==> src/logic/e1_irq_pkg.sv <==
package e1_irq_pkg;

  // ************************************************************
  // Register map
  // ************************************************************
  localparam int ADDR_W = 8;
  localparam logic [ADDR_W-1:0] OFS_STATUS = 8'h00;
  localparam logic [ADDR_W-1:0] OFS_ENABLE = 8'h04;
  localparam logic [ADDR_W-1:0] OFS_BLOCK = 8'h08;

  // ************************************************************
  // Field positions
  // ************************************************************
  localparam int BIT_LOF_STATE = 7;
  localparam int BIT_AIS_STATE = 6;
  localparam int BIT_MYEL = 5;
  localparam int BIT_SPARE4 = 4;
  localparam int BIT_LCV = 3;
  localparam int BIT_LOF = 2;
  localparam int BIT_AIS = 1;
  localparam int BIT_YEL = 0;
  localparam int BIT_RAI_STATE = 7;
  localparam int BIT_BLOCK_EN = 0;

  localparam logic [7:0] FLAG_MASK = 8'h2F;
  localparam logic [7:0] ENABLE_WR_MASK = 8'h3F;
  localparam logic [7:0] FLAGS_RESET = 8'h00;
  localparam logic [7:0] ENABLE_RESET = 8'h00;
  localparam logic BLOCK_EN_RESET = 1'b0;

  // ************************************************************
  // Remote alarm timing
  // ************************************************************
  // Two non-FAS frames, about 375 us, to declare or clear
  localparam int RAI_TIME_US = 375;
  localparam logic [1:0] RAI_FRAMES = 2'h2;

  localparam logic [1:0] RESP_OKAY = 2'h0;
  localparam logic [1:0] RESP_SLVERR = 2'h2;

  typedef enum logic [1:0] {SEL_STATUS, SEL_ENABLE, SEL_BLOCK, SEL_NONE} reg_sel_t;

  typedef struct packed {
    logic lcv;
    logic lof_state;
    logic ais_state;
    logic myel_state;
    logic nfas_strobe;
    logic a_bit;
  } rx_events_t;

  function automatic reg_sel_t decode_addr(input logic [ADDR_W-1:0] addr);
    if (addr[ADDR_W-1:2] == OFS_STATUS[ADDR_W-1:2]) begin
      return SEL_STATUS;
    end else if (addr[ADDR_W-1:2] == OFS_ENABLE[ADDR_W-1:2]) begin
      return SEL_ENABLE;
    end else if (addr[ADDR_W-1:2] == OFS_BLOCK[ADDR_W-1:2]) begin
      return SEL_BLOCK;
    end
    return SEL_NONE;
  endfunction

endpackage

==> src/logic/remote_alarm_detect.sv <==
`timescale 1ns/1ps
module remote_alarm_detect
  import e1_irq_pkg::*;
(
  input wire logic aclk,
  input wire logic aresetn,
  input wire logic nfas_strobe,
  input wire logic a_bit,
  output logic active_r
);

  logic last_a_r;
  logic last_a_nxt;
  logic [1:0] run_r;
  logic [1:0] run_nxt;
  logic active_nxt;

  // ************************************************************
  // Run of equal A bits over non-FAS frames
  // ************************************************************
  always_comb begin
    last_a_nxt = last_a_r;
    run_nxt = run_r;
    active_nxt = active_r;
    if (nfas_strobe) begin
      last_a_nxt = a_bit;
      if (run_r != 2'h0 && last_a_r == a_bit) begin
        if (run_r != RAI_FRAMES) begin
          run_nxt = run_r + 2'h1;
        end
      end else begin
        run_nxt = 2'h1;
      end
      if (run_nxt == RAI_FRAMES) begin
        active_nxt = a_bit;
      end
    end
  end

  always_ff @(posedge aclk) begin
    if (!aresetn) begin
      last_a_r <= 1'b0;
      run_r <= 2'h0;
      active_r <= 1'b0;
    end else begin
      last_a_r <= last_a_nxt;
      run_r <= run_nxt;
      active_r <= active_nxt;
    end
  end

  // Last A bit seen on a non-FAS frame, kept for the checks only
  logic chk_seen_r;
  logic chk_seen_nxt;
  logic chk_last_a_r;
  logic chk_last_a_nxt;

  always_comb begin
    chk_seen_nxt = chk_seen_r;
    chk_last_a_nxt = chk_last_a_r;
    if (nfas_strobe) begin
      chk_seen_nxt = 1'b1;
      chk_last_a_nxt = a_bit;
    end
  end

  always_ff @(posedge aclk) begin
    if (!aresetn) begin
      chk_seen_r <= 1'b0;
      chk_last_a_r <= 1'b0;
    end else begin
      chk_seen_r <= chk_seen_nxt;
      chk_last_a_r <= chk_last_a_nxt;
    end
  end
endmodule

==> src/logic/e1_rx_alarm_error_irq.sv <==
// Implementation choices: the register offsets and the AXI4-Lite register port.
`timescale 1ns/1ps
module e1_rx_alarm_error_irq
  import e1_irq_pkg::*;
(
  input wire logic aclk,
  input wire logic aresetn,
  input wire logic [ADDR_W-1:0] s_axi_awaddr,
  input wire logic s_axi_awvalid,
  output logic s_axi_awready,
  input wire logic [31:0] s_axi_wdata,
  input wire logic [3:0] s_axi_wstrb,
  input wire logic s_axi_wvalid,
  output logic s_axi_wready,
  output logic [1:0] s_axi_bresp,
  output logic s_axi_bvalid,
  input wire logic s_axi_bready,
  input wire logic [ADDR_W-1:0] s_axi_araddr,
  input wire logic s_axi_arvalid,
  output logic s_axi_arready,
  output logic [31:0] s_axi_rdata,
  output logic [1:0] s_axi_rresp,
  output logic s_axi_rvalid,
  input wire logic s_axi_rready,
  input wire rx_events_t rx_events,
  output logic irq_r
);

  // ************************************************************
  // Remote alarm detector
  // ************************************************************
  logic rai_active;

  remote_alarm_detect u_rai (
    .aclk(aclk),
    .aresetn(aresetn),
    .nfas_strobe(rx_events.nfas_strobe),
    .a_bit(rx_events.a_bit),
    .active_r(rai_active)
  );

  // ************************************************************
  // Write channel
  // ************************************************************
  logic awready_r, awready_nxt;
  logic wready_r, wready_nxt;
  logic bvalid_r, bvalid_nxt;
  logic [1:0] bresp_r, bresp_nxt;
  logic [ADDR_W-1:0] waddr_r, waddr_nxt;
  logic [31:0] wdata_r, wdata_nxt;
  logic wbyte0_r, wbyte0_nxt;
  logic aw_hs, w_hs, b_hs, do_write;
  reg_sel_t wsel;

  assign aw_hs = s_axi_awvalid && awready_r;
  assign w_hs = s_axi_wvalid && wready_r;
  assign b_hs = bvalid_r && s_axi_bready;
  // Both halves held and no response pending
  assign do_write = !awready_r && !wready_r && !bvalid_r;
  assign wsel = decode_addr(waddr_r);

  always_comb begin
    awready_nxt = awready_r;
    wready_nxt = wready_r;
    bvalid_nxt = bvalid_r;
    bresp_nxt = bresp_r;
    waddr_nxt = waddr_r;
    wdata_nxt = wdata_r;
    wbyte0_nxt = wbyte0_r;
    if (aw_hs) begin
      awready_nxt = 1'b0;
      waddr_nxt = s_axi_awaddr;
    end
    if (w_hs) begin
      wready_nxt = 1'b0;
      wdata_nxt = s_axi_wdata;
      wbyte0_nxt = s_axi_wstrb[0];
    end
    if (do_write) begin
      bvalid_nxt = 1'b1;
      bresp_nxt = (wsel == SEL_NONE) ? RESP_SLVERR : RESP_OKAY;
    end
    if (b_hs) begin
      bvalid_nxt = 1'b0;
      awready_nxt = 1'b1;
      wready_nxt = 1'b1;
    end
  end

  always_ff @(posedge aclk) begin
    if (!aresetn) begin
      awready_r <= 1'b1;
      wready_r <= 1'b1;
      bvalid_r <= 1'b0;
      bresp_r <= RESP_OKAY;
      waddr_r <= '0;
      wdata_r <= '0;
      wbyte0_r <= 1'b0;
    end else begin
      awready_r <= awready_nxt;
      wready_r <= wready_nxt;
      bvalid_r <= bvalid_nxt;
      bresp_r <= bresp_nxt;
      waddr_r <= waddr_nxt;
      wdata_r <= wdata_nxt;
      wbyte0_r <= wbyte0_nxt;
    end
  end

  assign s_axi_awready = awready_r;
  assign s_axi_wready = wready_r;
  assign s_axi_bvalid = bvalid_r;
  assign s_axi_bresp = bresp_r;

  // ************************************************************
  // Read channel
  // ************************************************************
  logic arready_r, arready_nxt;
  logic rvalid_r, rvalid_nxt;
  logic [1:0] rresp_r, rresp_nxt;
  logic [31:0] rdata_r, rdata_nxt;
  logic [7:0] flags_r, flags_nxt;
  logic [7:0] enable_r, enable_nxt;
  logic block_en_r, block_en_nxt;
  logic lof_last_r, ais_last_r, myel_last_r, rai_last_r;
  logic ar_hs, r_hs, status_read;
  reg_sel_t rsel;
  logic [7:0] status_view, enable_view;

  assign ar_hs = s_axi_arvalid && arready_r;
  assign r_hs = rvalid_r && s_axi_rready;
  assign rsel = decode_addr(s_axi_araddr);
  assign status_read = ar_hs && rsel == SEL_STATUS;

  always_comb begin
    status_view = flags_r & FLAG_MASK;
    status_view[BIT_LOF_STATE] = rx_events.lof_state;
    status_view[BIT_AIS_STATE] = rx_events.ais_state;
    enable_view = enable_r & ENABLE_WR_MASK;
    enable_view[BIT_RAI_STATE] = rai_active;
  end

  always_comb begin
    arready_nxt = arready_r;
    rvalid_nxt = rvalid_r;
    rresp_nxt = rresp_r;
    rdata_nxt = rdata_r;
    if (ar_hs) begin
      arready_nxt = 1'b0;
      rvalid_nxt = 1'b1;
      rresp_nxt = RESP_OKAY;
      rdata_nxt = '0;
      unique case (rsel)
        SEL_STATUS: rdata_nxt[7:0] = status_view;
        SEL_ENABLE: rdata_nxt[7:0] = enable_view;
        SEL_BLOCK: rdata_nxt[BIT_BLOCK_EN] = block_en_r;
        SEL_NONE: rresp_nxt = RESP_SLVERR;
      endcase
    end
    if (r_hs) begin
      rvalid_nxt = 1'b0;
      arready_nxt = 1'b1;
    end
  end

  always_ff @(posedge aclk) begin
    if (!aresetn) begin
      arready_r <= 1'b1;
      rvalid_r <= 1'b0;
      rresp_r <= RESP_OKAY;
      rdata_r <= '0;
    end else begin
      arready_r <= arready_nxt;
      rvalid_r <= rvalid_nxt;
      rresp_r <= rresp_nxt;
      rdata_r <= rdata_nxt;
    end
  end

  assign s_axi_arready = arready_r;
  assign s_axi_rvalid = rvalid_r;
  assign s_axi_rresp = rresp_r;
  assign s_axi_rdata = rdata_r;

  // ************************************************************
  // Event flags, enables and interrupt
  // ************************************************************
  logic [7:0] set_vec;
  logic irq_nxt;

  always_comb begin
    set_vec = '0;
    set_vec[BIT_LCV] = rx_events.lcv;
    set_vec[BIT_LOF] = rx_events.lof_state != lof_last_r;
    set_vec[BIT_AIS] = rx_events.ais_state != ais_last_r;
    set_vec[BIT_YEL] = rai_active != rai_last_r;
    set_vec[BIT_MYEL] = rx_events.myel_state != myel_last_r;
    // A read clears, but a new event in the same cycle survives
    flags_nxt = flags_r;
    if (status_read) begin
      flags_nxt = '0;
    end
    flags_nxt = (flags_nxt | set_vec) & FLAG_MASK;
    enable_nxt = enable_r;
    block_en_nxt = block_en_r;
    if (do_write && wbyte0_r) begin
      if (wsel == SEL_ENABLE) begin
        // Spare bit 4 is stored as written; software keeps it 0
        enable_nxt = wdata_r[7:0] & ENABLE_WR_MASK;
      end
      if (wsel == SEL_BLOCK) begin
        block_en_nxt = wdata_r[BIT_BLOCK_EN];
      end
    end
    irq_nxt = block_en_r && |(flags_r & enable_r & FLAG_MASK);
  end

  always_ff @(posedge aclk) begin
    if (!aresetn) begin
      flags_r <= FLAGS_RESET;
      enable_r <= ENABLE_RESET;
      block_en_r <= BLOCK_EN_RESET;
      lof_last_r <= 1'b0;
      ais_last_r <= 1'b0;
      myel_last_r <= 1'b0;
      rai_last_r <= 1'b0;
      irq_r <= 1'b0;
    end else begin
      flags_r <= flags_nxt;
      enable_r <= enable_nxt;
      block_en_r <= block_en_nxt;
      lof_last_r <= rx_events.lof_state;
      ais_last_r <= rx_events.ais_state;
      myel_last_r <= rx_events.myel_state;
      rai_last_r <= rai_active;
      irq_r <= irq_nxt;
    end
  end
endmodule

==> config.mk <==
export PLATFORM = sky130hd
export DESIGN_NAME = e1_rx_alarm_error_irq
export DESIGN_NICKNAME = d
export VERILOG_FILES = /design/src/logic/e1_irq_pkg.sv /design/src/logic/remote_alarm_detect.sv /design/src/logic/e1_rx_alarm_error_irq.sv
export SDC_FILE = /design/constraint.sdc
export NUM_CORES = 1
export LEC_CHECK = 0
export ABC_AREA = 1
export ABC_CLOCK_PERIOD_IN_PS = 1300
export BUFFER_PORTS_ARGS = -buffer_cell sky130_fd_sc_hd__clkbuf_2
export CAP_MARGIN = 20
export CORE_MARGIN = 2
export CORE_UTILIZATION = 47
export CTS_BUF_LIST = sky130_fd_sc_hd__clkbuf_2 sky130_fd_sc_hd__clkbuf_4 sky130_fd_sc_hd__clkbuf_8
export CTS_CLUSTER_SIZE = 40
export DETAILED_ROUTE_END_ITERATION = 12
export GPL_TIMING_DRIVEN = 0
export PLACE_DENSITY = 0.93
export SYNTH_ARGS = -nofsm -noshare
export SYNTH_HDL_FRONTEND = slang
export SYNTH_SLANG_ARGS = --single-unit
==> constraint.sdc <==
create_clock -name aclk -period 1.3 [get_ports aclk]
set_input_delay 0.26 -clock aclk [delete_from_list [all_inputs] [get_ports aclk]]
set_output_delay 0.26 -clock aclk [all_outputs]
set_load 0.1 [all_outputs]
# Yosys cells after proc, flatten, opt, wreduce, memory -nomap -nowiden
# Cells that the tools add are included.
# totals
reg_bits	53
inputBits	65
out_inout_bits	42
wordCells	89
# classes
addsub	1
n_eq_ne	17
muxes	22
bitwise_logic	3
n_reduce_logical	24
# op_table
operator	count
$mux 2	13
$pmux 7 s2	1
$eq 6x1->1 const B	2
$eq 6x2->1 const B	2
$logic_not 6->1	2
$logic_and 1x1->1	11
$eq 2x2->1 const B	5
$and 6x6->6	1
$mux 1	6
$mux 6	1
$or 6x6->6	1
$reduce_and 2->1	3
$reduce_or 5->1	1
$eq 2x1->1 const B	2
$ne 1x1->1	4
$reduce_or 2->1	2
$logic_not 1->1	3
$pmux 1 s3	1
$add 2x1->2 const B	1
$logic_not 2->1	1
$ne 2x2->1 const B	1
$reduce_bool 2->1	1
$eq 1x1->1	1
$not 1->1	1

# Logic depth before layout (Yosys ltp)
# logic_depth
ltp_word	9
ltp_mapped	9
mapped_depth_nobuf	8

# Cells and area by module
# From an unflattened synthesis, not the netlist that was laid out.
# unflattened
hier_cells	275
area_unflattened_um2	2157.1
# by_module_without_submodules
module	n_inst	cells_per_inst	area_each_um2
e1_rx_alarm_error_irq	1	250	1954.4
remote_alarm_detect	1	25	202.7

# Worst setup path before layout
# Ideal clock, no wire load.
# synth_timing
path_type	reg-to-reg
startpoint	register arready_r, in the netlist s_axi_arready
endpoint	register rdata_r[1], in the netlist s_axi_rdata[1]
setup_ps	70
t_arrival_ps	1788
setup_slack_ps	-559
stages_incl_launch_ff	6
path_buffers	1
path_cell_list	dfxtp_1 nand2_2 inv_2 buf_2 nand3_1 a21oi_1
# synth_between
elab_chain_len	1
# synth_rtl
element	line_no	text
from (decl)	e1_rx_alarm_error_irq.sv:118	logic arready_r, arready_nxt;
from (signal assigned)	e1_rx_alarm_error_irq.sv:173	arready_r <= arready_nxt;
$logic_and 1x1->1	e1_rx_alarm_error_irq.sv:130	assign ar_hs = s_axi_arvalid && arready_r;
to (signal assigned)	e1_rx_alarm_error_irq.sv:176	rdata_r <= rdata_nxt;
to (decl)	e1_rx_alarm_error_irq.sv:121	logic [31:0] rdata_r, rdata_nxt;
# Every way passes these cells.
# A chain may end at the register's enable or synchronous reset.

# Final worst setup path
# layout_timing
startpoint	register awready_r, in the netlist s_axi_awready
endpoint	register enable_r[2]
# layout_between
elab_chain_len	5
# layout_rtl
element	line_no	text
from (decl)	e1_rx_alarm_error_irq.sv:45	logic awready_r, awready_nxt;
from (signal assigned)	e1_rx_alarm_error_irq.sv:100	awready_r <= awready_nxt;
$logic_not 1->1	e1_rx_alarm_error_irq.sv:59	assign do_write = !awready_r && !wready_r && !bvalid_r;
$logic_and 1x1->1 (2 in a row)	e1_rx_alarm_error_irq.sv:59	
$logic_and 1x1->1	e1_rx_alarm_error_irq.sv:206	if (do_write && wbyte0_r) begin
$reduce_and 2->1 (no source line)	--	
to (signal assigned)	e1_rx_alarm_error_irq.sv:230	enable_r <= enable_nxt;
to (decl)	e1_rx_alarm_error_irq.sv:123	logic [7:0] enable_r, enable_nxt;
# Every way passes these cells.

==> flow_summary.toml <==
[routing]
met2_length_um = 2210
drtIter0Drc = 122
num_vias = 1964
wl_met3_um = 349
vias_per_cell = 4.70
dr.max_layer_used = "met4"
wl_per_cell_um = 10.6
final_antenna_net_count = 0
wl_um = 4450
post-route-drc-count = 0
firstDrtPassIters = 4
wl_met1_um = 1820

[final_layout]
syn_to_final_growth_pct = 27.9
post-route-util_pct = 62.8
finalNonFillerCells = 418
nNetsFinal = 431
diodes = 0
drive_above_1_share_pct = 31.7

[power]
ir_drop_mv = 0.816
total_power_mw = 3.39
leakage_nw = 1.30
p_switching_mw = 1.21
power.density_mw_per_mm2 = 1220
switching_share_pct = 35.9
p_comb_share_pct = 25.9
cellInternalPower_mw = 2.17
pwr-share-seq_pct = 48.0
clkPwrFrac_pct = 26.1

[worst_setup_path]
slowest_stage = "dfxtp_4"
rr_endpoint = "enable_r[2]"
cp-end-kind = "flip-flop"
cp_cell_sequence = "inv_4 > nand3_4 > nor2_4 > nand2_2 > nor2_4 > buf_6 > nand2_2 > nand2_2 > nor2_2"
crit_top_cell = "nand2_2"
cp.arrival_ns = 1.48
crit_family = "simple AND/OR/NAND/NOR gates"
crit_type = "reg2reg"
path_max_fanout = 5
required_ns = 1.51
critPathLaunchType = "flip-flop"
ff2ff_setup_slack_ns = 0.03
critPathMaxStageDelay_ns = 0.37
path_buf_inv = 2
cp.depth = 9
timing.rr.start = "s_axi_awready"
r2r_cells = 9

[synthesis]
synth_common_cells = "49 x dfxtp_1, 42 x nand2_1, 34 x nor2_1"
synth_top_area_share_pct = 45.2
yosys_most_used_dff = "dfxtp_1"
synthArstFlopShare_pct = 0
synth_top_cell_by_area = "dfxtp_1"
ys_seq_area_share_pct = 45.2
synth_xor_area_share_pct = 1.62
synth_compound_area_share_pct = 15.0
ys_top_cells_by_area = "dfxtp_1 45%, buf_4 9.0%, a21oi_1 7.6%"
synth_top_family_by_area = "simple AND/OR/NAND/NOR gates"
ys_ff_latch = 49
syn_area_mm2 = 0.00217
synth_fa_ha_area_share_pct = 0.577
synth_mux_area_share_pct = 0
synth_edf_count = 0
yosysMostFrequentCell = "dfxtp_1"
syn-instance-count = 283
yosysWarnings = 0
synth_cell_type_count = 29
synthSimpleGateAreaFrac_pct = 21.6
synth_area_per_cell_um2 = 7.66

[placement]
dp.cells = 407
place.gp.congestion = 0.817
port_buffers = 47
place_hpwl_um = 3290

[clocking]
root_buffer = "clkbuf_8"
clock_sinks = 49
cts_made_buffers = 5
clock_path_buffers = 2
cts_hold_buffers = 0
cts_tree = "built"
htreeDepth = 2
clock_latency_ns = 0.30
clk_pin_slew_ns = 0.09

[global_routing]
grt_usage_pct = 18.1
antenna_found_initial = 0
gr-total-overflow = 0
grt_pass1_wl_um = 7440
grt_max_degree = 15
grt_pass1_vias = 1778

[timing]
hold_viol = 0
finalSetupTns_ns = 0
rsz0062_at_grt = "true"
timing.hold.ws_ns = 0.140
fin_crit_sh_pct = 97.9
period_minus_slack_ns = 1.27
setup_viol = 0
fin_skew_ns = 0.00410
max_freq_mhz = 786
slew_violations = 0

[status]
status = "finished clean"

[die]
die-area_mm2 = 0.00517
fp-row-count = 24
start_util_pct = 49.1
die_h_um = 71.9
dieWidth_um = 71.9
core-area_mm2 = 0.00441
num_io_pins = 107

[min_path]
min_to = "s_axi_awready"
min_delay_path_depth = 2
hold_start = "s_axi_awvalid"
hold_path_class = "in2reg"

[flow_run]
maxCapViolCount = 0
## power by group through the flow
stage | Sequential [mW] | Clock (mW) | Combinational [mW]
3_5_place_dp | 1.66 | 0 | 0.848
4_1_cts | 1.62 | 0.892 | 0.859
5_1_grt | 1.63 | 0.969 | 0.937
2_1_floorplan | 1.80 | 0 | 0.582
3_3_place_gp | 1.65 | 0 | 0.835
6_report | 1.62 | 0.883 | 0.878
## placed cells by master (no fill, tap or decap), drive strengths merged
cell type	count
nand3	13
clkinv	2
a21boi	1
xnor2	4
conb	26
buf	32
nand2	45
a211oi	1
nor2	39
nand4	5
a21oi	34
nor3	1
inv	30
a221oi	1
dfxtp	49
ha	1
clkbuf	57
o21a	1
o21ai	24
## layer usage
metal	track usage [%]	up-vias
li1	-	1021
met3	5.69	7
met1	21.4	864
met4	5.03	0
met2	31.7	72
met5	0	-
## through the flow
stage               worst slack [ns]  instance area (µm²)
global placement             -0.0117                 2590
CTS                           0.0110                 2710
detailed placement           -0.0548                 2590
global route                 -0.0395                 2770
finish                        0.0276                 2770
floorplan                   -0.00116                 2290
## sequential cells by signal (all words and copies together), names as in the netlist
| signal | count |
|---|---|
| ais_last_r | 1 |
| block_en_r | 1 |
| enable_r | 6 |
| flags_r | 5 |
| irq_r | 1 |
| lof_last_r | 1 |
| myel_last_r | 1 |
| rai_last_r | 1 |
| s_axi_arready | 1 |
| s_axi_awready | 1 |
| s_axi_bresp | 1 |
| s_axi_bvalid | 1 |
| s_axi_rdata | 8 |
| s_axi_rresp | 1 |
| s_axi_rvalid | 1 |
| s_axi_wready | 1 |
| u_rai.active_r | 1 |
| u_rai.last_a_r | 1 |
| u_rai.run_r | 2 |
| waddr_r | 6 |
| wbyte0_r | 1 |
| wdata_r | 6 |
## what timing repair did
action	in CTS	in global routing
setup buffers	0	2
gates cloned	0	1
gates resized for setup	16	13
pin swaps	0	4
endpoints found under the setup margin	16	7
## logic make-up after synthesis
logic type,after synthesis
other,1
flip-flops,49
AND/OR/NAND/NOR,103
XOR/XNOR,4
buffers and inverters,63
AO/OA/AOI/OAI,62
adder cells (fa/ha/maj),1
## how the worst max path moves through the flow
stage | end | slack, ns | from
2_1_floorplan | enable_r[2] | -0.001 | s_axi_awready
3_3_place_gp | flags_r[3] | -0.01 | s_axi_araddr[7]
3_5_place_dp | flags_r[3] | -0.05 | s_axi_araddr[7]
4_1_cts | enable_r[4] | 0.01 | s_axi_awready
5_1_grt | enable_r[5] | -0.04 | s_axi_bvalid
6_report | enable_r[2] | 0.03 | s_axi_awready
## area by class of cell
type / count / area (µm²)
Timing Repair Buffer: 50 / 298
Clock buffer: 6 / 76.3
Clock inverter: 2 / 10.0
Sequential cell: 49 / 1000
Tap cell: 52 / 65.1
Inverter: 30 / 118
Buffer: 33 / 230
Fill cell: 386 / 1640
Multi-Input combinational cell: 196 / 976
Note: power is estimated with default switching activity, not from simulation.
